--- src/hw/async_serial_port_9bit_pkg.sv ---
// constants for the asynchronous serial port with 8-bit and 9-bit frames
//
// Summary of operation
// - mode bit picks 8-bit or 9-bit frames
// - 8-bit frame: start, eight data LSB first, stop
// - 8-bit mode: byte to latch, stop to flag
// - buffer write starts a new transmit frame
// - tx done set at start of stop bit
// - receiver accepts frames only while enabled
// - 8-bit load needs done clear, stop if filtering
// - overrun keeps first byte, later frame lost
// - failed load changes neither latch, flag, nor done
// - interrupt request while enabled and either done flag set
// - 9-bit frame: start, eight data, ninth, stop
// - transmitted ninth bit follows tx ninth flag
// - 9-bit mode: ninth to flag, stop ignored
// - 9-bit load needs done clear, ninth if filtering
// - filtered 9-bit mode flags only address frames
// - control bit six reads one, ignores writes
// - only software clears the done flags
// - buffer reads latch, writes go to transmitter
// - bit rate is timer overflow rate halved
// - start edge forces receive timer reload
package async_serial_port_9bit_pkg;

    // **********************************************************
    // register addresses and reset values
    // **********************************************************
    localparam logic [7:0] CTRL_ADDR  = 8'h98;
    localparam logic [7:0] BUF_ADDR   = 8'h99;
    localparam logic [7:0] CTRL_RESET = 8'h40;
    localparam logic [7:0] BUF_RESET  = 8'h00;

    // **********************************************************
    // control register field positions
    // **********************************************************
    localparam int MODE_BIT   = 7;
    localparam int UNUSED_BIT = 6;
    localparam int MCE_BIT    = 5;
    localparam int REN_BIT    = 4;
    localparam int TB8_BIT    = 3;
    localparam int RB8_BIT    = 2;
    localparam int TI_BIT     = 1;
    localparam int RI_BIT     = 0;

    // **********************************************************
    // frame and timer counts
    // **********************************************************
    localparam logic [2:0] LAST_DATA_BIT = 3'h7;
    localparam logic [7:0] TMR_TOP       = 8'hFF;

endpackage

--- src/hw/async_serial_port_9bit.sv ---
// full-duplex serial port with 8-bit and 9-bit frames and address filter
`timescale 1ns/100ps
`default_nettype none

module async_serial_port_9bit
    import async_serial_port_9bit_pkg::*;
(
    // clock and reset
    input  wire logic       I_SYS_CLK,
    input  wire logic       I_SYS_RST,
    // special function register access
    input  wire logic [7:0] I_SFR_ADDR,
    input  wire logic       I_SFR_WR,
    input  wire logic [7:0] I_SFR_WDATA,
    input  wire logic       I_SFR_RD,
    output logic      [7:0] O_SFR_RDATA,
    // bit rate timer
    input  wire logic       I_TMR_OVF,
    input  wire logic       I_TMR_TICK,
    input  wire logic       I_TMR_RUN,
    input  wire logic [7:0] I_TMR_RELOAD,
    // interrupt
    input  wire logic       I_INT_ENABLE,
    output logic            O_IRQ,
    // serial pins
    output logic            O_TX_PIN,
    input  wire logic       I_RX_PIN
);

    typedef enum logic [2:0] {T_IDLE, T_START, T_DATA, T_NINTH, T_STOP} tx_state_t;
    typedef enum logic [2:0] {R_IDLE, R_START, R_DATA, R_NINTH, R_STOP} rx_state_t;

    // **********************************************************
    // control register and read path
    // **********************************************************
    logic       mode, next_mode;
    logic       mce, next_mce;
    logic       ren, next_ren;
    logic       tb8, next_tb8;
    logic       rb8, next_rb8;
    logic       ti, next_ti;
    logic       ri, next_ri;
    logic [7:0] rx_latch, next_rx_latch;
    logic [7:0] rdata, next_rdata;
    logic       irq, next_irq;
    logic       ctrl_wr, buf_wr;
    logic [7:0] ctrl_value;

    // **********************************************************
    // transmitter and receiver state
    // **********************************************************
    tx_state_t  tx_state, next_tx_state;
    logic       tx_div, next_tx_div;
    logic       tx_tick;
    logic       tx_pending, next_tx_pending;
    logic [7:0] tx_data, next_tx_data;
    logic [7:0] tx_shift, next_tx_shift;
    logic [2:0] tx_cnt, next_tx_cnt;
    logic       tx_pin, next_tx_pin;
    logic       tx_set;
    logic       rx_s1, rx_s2, rx_s3;
    logic       rx_level, next_rx_level;
    logic       rx_fall;
    rx_state_t  rx_state, next_rx_state;
    logic [7:0] rx_timer, next_rx_timer;
    logic       rx_ovf;
    logic       rx_phase, next_rx_phase;
    logic       rx_sample;
    logic       start_det;
    logic [7:0] rx_shift, next_rx_shift;
    logic [2:0] rx_cnt, next_rx_cnt;
    logic       rx_ninth, next_rx_ninth;
    logic       rx_load, rx_bit9, rx_qual;

    assign ctrl_wr    = I_SFR_WR && (I_SFR_ADDR == CTRL_ADDR);
    assign buf_wr     = I_SFR_WR && (I_SFR_ADDR == BUF_ADDR);
    assign ctrl_value = {mode, 1'b1, mce, ren, tb8, rb8, ti, ri};

    assign O_SFR_RDATA = rdata;
    assign O_IRQ       = irq;
    assign O_TX_PIN    = tx_pin;

    // **********************************************************
    // control register
    // **********************************************************
    always_comb begin
        next_mode     = mode;
        next_mce      = mce;
        next_ren      = ren;
        next_tb8      = tb8;
        next_rb8      = rb8;
        next_ti       = ti;
        next_ri       = ri;
        next_rx_latch = rx_latch;
        next_rdata    = rdata;
        if (ctrl_wr) begin
            next_mode = I_SFR_WDATA[MODE_BIT];
            next_mce  = I_SFR_WDATA[MCE_BIT];
            next_ren  = I_SFR_WDATA[REN_BIT];
            next_tb8  = I_SFR_WDATA[TB8_BIT];
            next_rb8  = I_SFR_WDATA[RB8_BIT];
            next_ti   = I_SFR_WDATA[TI_BIT];
            next_ri   = I_SFR_WDATA[RI_BIT];
        end
        // hardware only sets the done flags, and a set beats a clear
        if (tx_set) begin
            next_ti = 1'b1;
        end
        if (rx_load) begin
            next_ri       = 1'b1;
            next_rb8      = rx_bit9;
            next_rx_latch = rx_shift;
        end
        if (I_SFR_RD) begin
            if (I_SFR_ADDR == CTRL_ADDR) begin
                next_rdata = ctrl_value;
            end else if (I_SFR_ADDR == BUF_ADDR) begin
                next_rdata = rx_latch;
            end else begin
                next_rdata = 8'h00;
            end
        end
        next_irq = I_INT_ENABLE && (next_ti || next_ri);
    end

    always_ff @(posedge I_SYS_CLK or posedge I_SYS_RST) begin
        if (I_SYS_RST) begin
            mode     <= CTRL_RESET[MODE_BIT];
            mce      <= CTRL_RESET[MCE_BIT];
            ren      <= CTRL_RESET[REN_BIT];
            tb8      <= CTRL_RESET[TB8_BIT];
            rb8      <= CTRL_RESET[RB8_BIT];
            ti       <= CTRL_RESET[TI_BIT];
            ri       <= CTRL_RESET[RI_BIT];
            rx_latch <= BUF_RESET;
            rdata    <= 8'h00;
            irq      <= 1'b0;
        end else begin
            mode     <= next_mode;
            mce      <= next_mce;
            ren      <= next_ren;
            tb8      <= next_tb8;
            rb8      <= next_rb8;
            ti       <= next_ti;
            ri       <= next_ri;
            rx_latch <= next_rx_latch;
            rdata    <= next_rdata;
            irq      <= next_irq;
        end
    end

    // **********************************************************
    // transmitter
    // **********************************************************
    assign tx_tick = I_TMR_OVF && tx_div;

    always_comb begin
        next_tx_div     = I_TMR_OVF ? !tx_div : tx_div;
        next_tx_state   = tx_state;
        next_tx_pending = tx_pending;
        next_tx_data    = tx_data;
        next_tx_shift   = tx_shift;
        next_tx_cnt     = tx_cnt;
        next_tx_pin     = tx_pin;
        tx_set          = 1'b0;
        if (tx_tick) begin
            case (tx_state)
                T_START: begin
                    next_tx_pin   = tx_shift[0];
                    next_tx_shift = {1'b0, tx_shift[7:1]};
                    next_tx_cnt   = 3'h0;
                    next_tx_state = T_DATA;
                end
                T_DATA: begin
                    if (tx_cnt == LAST_DATA_BIT) begin
                        if (mode) begin
                            next_tx_pin   = tb8;
                            next_tx_state = T_NINTH;
                        end else begin
                            next_tx_pin   = 1'b1;
                            tx_set        = 1'b1;
                            next_tx_state = T_STOP;
                        end
                    end else begin
                        next_tx_pin   = tx_shift[0];
                        next_tx_shift = {1'b0, tx_shift[7:1]};
                        next_tx_cnt   = tx_cnt + 3'h1;
                    end
                end
                T_NINTH: begin
                    next_tx_pin   = 1'b1;
                    tx_set        = 1'b1;
                    next_tx_state = T_STOP;
                end
                default: begin
                    // idle or end of stop bit: begin a waiting frame
                    next_tx_pin   = 1'b1;
                    next_tx_state = T_IDLE;
                    if (tx_pending) begin
                        next_tx_pin     = 1'b0;
                        next_tx_shift   = tx_data;
                        next_tx_pending = 1'b0;
                        next_tx_state   = T_START;
                    end
                end
            endcase
        end
        if (buf_wr) begin
            next_tx_data    = I_SFR_WDATA;
            next_tx_pending = 1'b1;
        end
    end

    always_ff @(posedge I_SYS_CLK or posedge I_SYS_RST) begin
        if (I_SYS_RST) begin
            tx_state   <= T_IDLE;
            tx_div     <= 1'b0;
            tx_pending <= 1'b0;
            tx_data    <= 8'h00;
            tx_shift   <= 8'h00;
            tx_cnt     <= 3'h0;
            tx_pin     <= 1'b1;
        end else begin
            tx_state   <= next_tx_state;
            tx_div     <= next_tx_div;
            tx_pending <= next_tx_pending;
            tx_data    <= next_tx_data;
            tx_shift   <= next_tx_shift;
            tx_cnt     <= next_tx_cnt;
            tx_pin     <= next_tx_pin;
        end
    end

    // **********************************************************
    // receive pin synchroniser and receive timer
    // **********************************************************
    assign next_rx_level = (rx_s2 == rx_s3) ? rx_s2 : rx_level;
    assign rx_fall       = rx_level && (rx_s2 == rx_s3) && !rx_s2;
    assign start_det     = (rx_state == R_IDLE) && ren && rx_fall;
    assign rx_ovf        = I_TMR_RUN && I_TMR_TICK && (rx_timer == TMR_TOP);
    assign rx_sample     = rx_ovf && !rx_phase;

    always_comb begin
        next_rx_timer = rx_timer;
        if (start_det) begin
            next_rx_timer = I_TMR_RELOAD;
        end else if (I_TMR_RUN && I_TMR_TICK) begin
            next_rx_timer = (rx_timer == TMR_TOP) ? I_TMR_RELOAD : rx_timer + 8'h01;
        end
    end

    // **********************************************************
    // receiver
    // **********************************************************
    always_comb begin
        next_rx_state = rx_state;
        next_rx_shift = rx_shift;
        next_rx_cnt   = rx_cnt;
        next_rx_ninth = rx_ninth;
        next_rx_phase = rx_ovf ? !rx_phase : rx_phase;
        rx_load       = 1'b0;
        rx_bit9       = mode ? rx_ninth : rx_level;
        rx_qual       = !ri && (!mce || rx_bit9);
        case (rx_state)
            R_IDLE: begin
                if (start_det) begin
                    // first overflow after reload falls mid start bit
                    next_rx_phase = 1'b0;
                    next_rx_state = R_START;
                end
            end
            R_START: begin
                if (rx_sample) begin
                    next_rx_cnt   = 3'h0;
                    next_rx_state = rx_level ? R_IDLE : R_DATA;
                end
            end
            R_DATA: begin
                if (rx_sample) begin
                    next_rx_shift = {rx_level, rx_shift[7:1]};
                    next_rx_cnt   = rx_cnt + 3'h1;
                    if (rx_cnt == LAST_DATA_BIT) begin
                        next_rx_state = mode ? R_NINTH : R_STOP;
                    end
                end
            end
            R_NINTH: begin
                if (rx_sample) begin
                    next_rx_ninth = rx_level;
                    next_rx_state = R_STOP;
                end
            end
            R_STOP: begin
                if (rx_sample) begin
                    rx_load       = rx_qual;
                    next_rx_state = R_IDLE;
                end
            end
            default: begin
                next_rx_state = R_IDLE;
            end
        endcase
        if (!ren) begin
            next_rx_state = R_IDLE;
        end
    end

    always_ff @(posedge I_SYS_CLK or posedge I_SYS_RST) begin
        if (I_SYS_RST) begin
            rx_s1    <= 1'b1;
            rx_s2    <= 1'b1;
            rx_s3    <= 1'b1;
            rx_level <= 1'b1;
            rx_timer <= 8'h00;
            rx_phase <= 1'b0;
            rx_state <= R_IDLE;
            rx_shift <= 8'h00;
            rx_cnt   <= 3'h0;
            rx_ninth <= 1'b0;
        end else begin
            rx_s1    <= I_RX_PIN;
            rx_s2    <= rx_s1;
            rx_s3    <= rx_s2;
            rx_level <= next_rx_level;
            rx_timer <= next_rx_timer;
            rx_phase <= next_rx_phase;
            rx_state <= next_rx_state;
            rx_shift <= next_rx_shift;
            rx_cnt   <= next_rx_cnt;
            rx_ninth <= next_rx_ninth;
        end
    end

endmodule

`default_nettype wire

--- config.mk ---
export PLATFORM = sky130hd
export DESIGN_NAME = async_serial_port_9bit
export DESIGN_NICKNAME = d
export VERILOG_FILES = /design/src/hw/async_serial_port_9bit_pkg.sv /design/src/hw/async_serial_port_9bit.sv
export SDC_FILE = /design/constraint.sdc
export NUM_CORES = 1
export LEC_CHECK = 0
export ABC_AREA = 0
export BUFFER_PORTS_ARGS = -buffer_cell sky130_fd_sc_hd__buf_4
export CORE_MARGIN = 1.5
export CORE_UTILIZATION = 25
export DETAILED_ROUTE_END_ITERATION = 8
export PLACE_DENSITY_LB_ADDON = 0.25
export SLEW_MARGIN = 20
export SYNTH_ARGS = -nofsm -noshare
export SYNTH_HDL_FRONTEND = slang
export SYNTH_SLANG_ARGS = --single-unit
--- constraint.sdc ---
create_clock -name I_SYS_CLK -period 3.2 [get_ports I_SYS_CLK]
set_input_delay 0.96 -clock I_SYS_CLK [delete_from_list [all_inputs] [get_ports I_SYS_CLK]]
set_output_delay 0.96 -clock I_SYS_CLK [all_outputs]
set_load 0.05 [all_outputs]
## Yosys cells after proc, flatten, opt, wreduce, memory -nomap -nowiden

Index checks and enable logic that the tools add are counted.

| word-level totals | value |
|---|---|
| register bits | 77 |
| bits of input ports | 33 |
| output and inout port bits | 10 |
| word-level logic and storage cells | 138 |

| operators by class | value |
|---|---|
| add/subtract/negate cells | 3 |
| equal/unequal tests | 24 |
| multiplexer cells | 48 |
| bitwise operators | 1 |
| reductions and logical operators | 35 |

Operators with widths:

| cell | number |
|---|---|
| $mux W8 | 7 |
| $mux W3 | 11 |
| $eq A8 B8 Y1 const B | 3 |
| $pmux W8 S3 | 1 |
| $mux W1 | 22 |
| $ne A3 B3 Y1 const B | 6 |
| $pmux W3 S5 | 1 |
| $eq A3 B2 Y1 const B | 4 |
| $logic_and A1 B1 Y1 | 12 |
| $pmux W3 S2 | 2 |
| $reduce_bool A2 Y1 | 5 |
| $eq A3 B3 Y1 const B | 3 |
| $pmux W3 S3 | 1 |
| $add A8 B1 Y8 const B | 1 |
| $ne A2 B2 Y1 const B | 4 |
| $reduce_and A2 Y1 | 4 |
| $add A3 B1 Y3 const B | 2 |
| $eq A3 B1 Y1 const B | 2 |
| $reduce_and A3 Y1 | 2 |
| $reduce_and A6 Y1 | 1 |
| $logic_not A1 Y1 | 5 |
| $reduce_and A4 Y1 | 1 |
| $logic_not A3 Y1 | 1 |
| $pmux W1 S3 | 1 |
| 8 further kinds | 9 |

## Logic depth before layout (Yosys ltp)

| logic depth | value |
|---|---|
| depth in word-level cells | 8 |
| gate-level depth with buffers | 8 |
| depth with buffers taken out | 8 |

## Worst setup path before layout

No wires, ideal clock.

| path | value |
|---|---|
| kind | input to register |
| start | input I_TMR_RUN |
| end | register rx_latch[0] |
| library setup time | 0.125 ns |
| data arrival time | 2.444 ns |
| required time | 3.075 ns |
| path slack | 0.631 ns |
| stages | 6 |
| buffers on the path | 0 |
| cells stage by stage | nand2_1 -> nor3_1 -> ha_1 -> inv_1 -> a2111oi_4 -> mux2_2 |

| on the way | value |
|---|---|
| cells in the longest elaborated chain, start to end | 5 |

RTL lines:

| item | RTL line | text |
|---|---|---|
| start, declared | async_serial_port_9bit.sv:20 | `input wire logic I_TMR_RUN,` |
| $logic_and A1 B1 Y1 (2 in series) | async_serial_port_9bit.sv:240 | `assign rx_ovf = I_TMR_RUN && I_TMR_TICK && (rx_timer == TMR_TOP);` |
| $logic_and A1 B1 Y1 | async_serial_port_9bit.sv:241 | `assign rx_sample = rx_ovf && !rx_phase;` |
| $mux W1 | async_serial_port_9bit.sv:294 | `if (rx_sample) begin` |
| $mux W1 | async_serial_port_9bit.sv:264 | `case (rx_state)` |
| end signal, assigned | async_serial_port_9bit.sv:146 | `rx_latch <= next_rx_latch;` |
| end, declared | async_serial_port_9bit.sv:43 | `logic [7:0] rx_latch, next_rx_latch;` |

No other way between the ends.
A chain may end at the register's enable or synchronous reset.

## Worst setup path in the final report

| path | value |
|---|---|
| start | register rx_timer[0] |
| end | register rx_latch[4] |

| on the way | value |
|---|---|
| cells in the longest elaborated chain, start to end | 5 |

RTL lines:

| item | RTL line | text |
|---|---|---|
| start, declared | async_serial_port_9bit.sv:65 | `logic [7:0] rx_timer, next_rx_timer;` |
| start signal, assigned | async_serial_port_9bit.sv:325 | `rx_timer <= next_rx_timer;` |
| $eq A8 B8 Y1 | async_serial_port_9bit.sv:240 |  |
| $logic_and A1 B1 Y1 | async_serial_port_9bit.sv:240 |  |
| $logic_and A1 B1 Y1 | async_serial_port_9bit.sv:241 |  |
| $mux W1 | async_serial_port_9bit.sv:294 |  |
| $mux W1 | async_serial_port_9bit.sv:264 |  |

No other way between the ends.

==> flow_metrics.py <==
metrics = {
    "setup_path": {
        "cp.required_ns": 3.43,
        "r2r-end": "rx_latch[4]",
        "reg2regPathDepth": 8,
        "path_class": "reg2reg",
        "path_max_fanout": 9,
        "critPathCapture": "rx_latch[4]",
        "reg2reg_from": "rx_timer[0]",
        "cp-end-kind": "register",
        "r2r_slack_ns": 0.75,
        "cp-start-kind": "register",
        "cp-startpoint": "rx_timer[0]",
        "cp.arrival_ns": 2.68,
    },
    "layout": {
        "utilization_pct": 31.89,
        "area_growth_pct": 24.55,
        "antenna_cells": 0,
        "final_cell_area_um2": 4634,
        "drive_gt1_share_pct": 33.87,
        "final_nets": 410,
    },
    "synthesis": {
        "synth-edff-count": 0,
        "ys_seq_elements": 77,
        "synth-xor-area-share_pct": 0.2354,
        "ys_top_cells_by_area": "dfrtp_1 48%, mux2_2 13%, dfstp_2 3.5%, a21oi_1 2.7%, ha_1 2.4%",
        "synth_area_per_cell_um2": 11.66,
        "synth_cells": 319,
        "synth_fa_ha_area_share_pct": 2.623,
        "yosysUniqueCellTypes": 60,
        "synth-compound-area-share_pct": 14.02,
        "synth_most_common_cell": "dfrtp_1",
        "yosys-top-cells-count": "72 x dfrtp_1, 44 x mux2_2, 20 x a21oi_1",
        "synth_top_family_by_area": "multiplexers",
        "synth_top_cell_by_area": "dfrtp_1",
        "synth_top_cell_area_share_pct": 48.42,
        "muxShareOfSynthArea_pct": 14.66,
        "ys_async_sr_fraction_pct": 100.0,
        "yosysSeqAreaShare_pct": 51.95,
        "synthFlopType": "dfrtp_1",
        "syn_nets": 359,
        "synthSimpleGateAreaFrac_pct": 13.92,
        "yosys_warnings": 0,
        "syn_area_um2": 3721,
    },
    "grt": {
        "grtUsageMet1_pct": 14.88,
        "grt_pass1_wl_um": 13810,
        "antenna_found_initial": 0,
        "grt_max_degree": 42,
        "gr-max-usage-layer": "met2",
        "grtUsageTotal_pct": 11.16,
        "grt_overflow": 0,
        "use_met3_pct": 3.723,
        "grt_pass1_vias": 2654,
        "met2_usage_pct": 16.81,
    },
    "clock_network": {
        "post-cts-setup-buffers": 0,
        "cts.clk_slew.worst_paths_ns": 0.06,
        "hold_buffers": 0,
        "cts-root-buf": "clkbuf_16",
        "cts_sinks": 77,
        "htreeDepth": 3,
        "tritoncts": "yes",
        "clk_latency_ns": 0.34,
        "cts_buffers": 9,
        "clk_path_buf_depth": 2,
        "cts_resized": 0,
    },
    "timing": {
        "slew-limit-headroom_pct": 50.05,
        "period_needed_ns": 2.452,
        "grt_setup_unrepaired": "false",
        "tightest_slew_ns": 0.7437,
        "slew_violations": 0,
        "holdWs_ns": 0.3548,
        "fmax_ghz": 0.4078,
        "fin_tns_setup_ns": 0,
        "period_share_pct": 76.62,
        "hold_violations": 0,
        "skew_ns": 0.004792,
        "setup_violations": 0,
    },
    "pwr": {
        "power_frac_comb_pct": 19.7,
        "pwr-share-clk_pct": 38.8,
        "netSwitchingFraction_pct": 28.25,
        "p_int_mw": 2.151,
        "p_sw_mw": 0.8467,
        "power.density_nw_per_um2": 646.8,
        "power_mw": 2.997,
        "p_seq_share_pct": 41.5,
        "irDropWorstVdd_uv": 252.0,
        "p_leak_nw": 2.150,
    },
    "drt": {
        "drc": 0,
        "finalWirelength_um": 8110,
        "post_drt_via_cell_ratio": 4.649,
        "drtPass1Iterations": 4,
        "vias": 2599,
        "drtIter0Drc": 138,
        "drtAntennaViolNets": 0,
        "avgRoutedWirePerCell_um": 14.51,
    },
    "die": {
        "pin_count": 43,
        "dieArea_um2": 15630,
        "die_h_um": 125,
        "start_util_pct": 25.60,
        "coreArea_um2": 14530,
        "die_x_um": 125,
        "rows": 44,
    },
    "placement": {
        "placed_cell_area_um2": 4289,
        "post-dp-hpwl_um": 5776,
        "finalWeightedCongestion": 0.7783,
        "port_buffers": 42,
    },
    "flow_run": {
        "maxCapViolCount": 0,
    },
    "hold_path": {
        "min_path_type": "reg2reg",
    },
    "status": {
        "outcome": "completed",
    },
}
[critical path: stages (launching register included)]
cell,delay (ns)
dfrtp_1,0.40
ha_1,0.27
nand4_1,0.17
nor3_1,0.29
ha_1,0.23
inv_1,0.09
a2111oi_4,0.31
buf_4,0.23
mux2_2,0.35
[cell usage in the layout (no fill, tap or decap), drive strengths merged, types with 3 or more instances in the layout]
master   netlist  layout
dfrtp         72      72
buf            5      49
mux2          44      44
a21oi         22      22
nand2         18      18
nor2          16      16
inv           14      13
clkbuf         4      13
nor3          10      10
a22oi          9       9
o21ai          9       9
ha             7       7
dfstp          5       5
mux2i          5       5
and2           5       5
nand2b         4       4
nor3b          4       4
nor2b          4       4
nand3          4       4
a22o           4       4
or3b           4       4
o22ai          3       3
a31oi          3       3
a21o           3       3
nand4          3       3
and3           3       3
o2bb2ai        3       3
nor4           3       3
[cell type report]
| class | count | area (µm²) |
|---|---|---|
| fillers | 1495 | 9899 |
| clock inverters | 3 | 65.06 |
| inverters | 14 | 53.80 |
| repair buffers | 49 | 380.4 |
| flip-flops and latches | 77 | 1933 |
| clock buffers | 13 | 280.3 |
| multi-input cells | 219 | 1692 |
| well taps | 184 | 230.2 |
[per-stage QoR]
stage               worst slack, ns  std cells
global route                 0.5083        559
floorplan                    0.2816        319
CTS                          0.7219        559
global placement             0.5101        543
detailed placement           0.4789        543
finish                       0.7480        559
[how the worst min path moves through the flow]
stage / cells after the start / end / slack (ns) / start
finish: 0 / rx_s2 / 0.35 / rx_s1
global route: 0 / rx_s2 / 0.36 / rx_s1
CTS: 0 / rx_s2 / 0.36 / rx_s1
detailed placement: 0 / rx_s2 / 0.35 / rx_s1
global placement: 0 / rx_s2 / 0.35 / rx_s1
floorplan: 0 / rx_s2 / 0.35 / rx_s1
[power groups by stage]
stage                     clock, mW  sequential (mW)  combinational (mW)
after floorplan                   0             1.28               0.400
after global placement            0             1.26               0.584
after detailed placement          0             1.26               0.596
after CTS                      1.20             1.24               0.600
after global routing           1.24             1.27               0.654
final                          1.16             1.24               0.590
[kinds of logic after synthesis]
family / count (synthesis)
buffers and inverters: 23
AND/OR/NAND/NOR: 88
adder cells (fa/ha/maj): 8
AO/OA/AOI/OAI: 73
flip-flops: 77
multiplexers: 49
XOR/XNOR: 1
[registers in the layout, indices dropped and copies added (netlist names), 3 cells and up]
name and flops:
rx_timer 8, O_SFR_RDATA 8, rx_cnt 3, tx_data 8
tx_shift 8, rx_state 3, tx_state 3, rx_shift 8
rx_latch 8, tx_cnt 3
[per-layer routing]
| layer | wire [µm] | part of all wire (%) | vias to the layer above |
|---|---|---|---|
| met2 | 3724 | 46 | 32 |
| met3 | 276 | 3.4 | 11 |
| met4 | 136 | 1.7 | 0 |
| met5 | 0 | 0 | - |
| met1 | 3972 | 49 | 1277 |
| li1 | - | - | 1279 |
No activity file was read; power rests on OpenSTA's default activity.
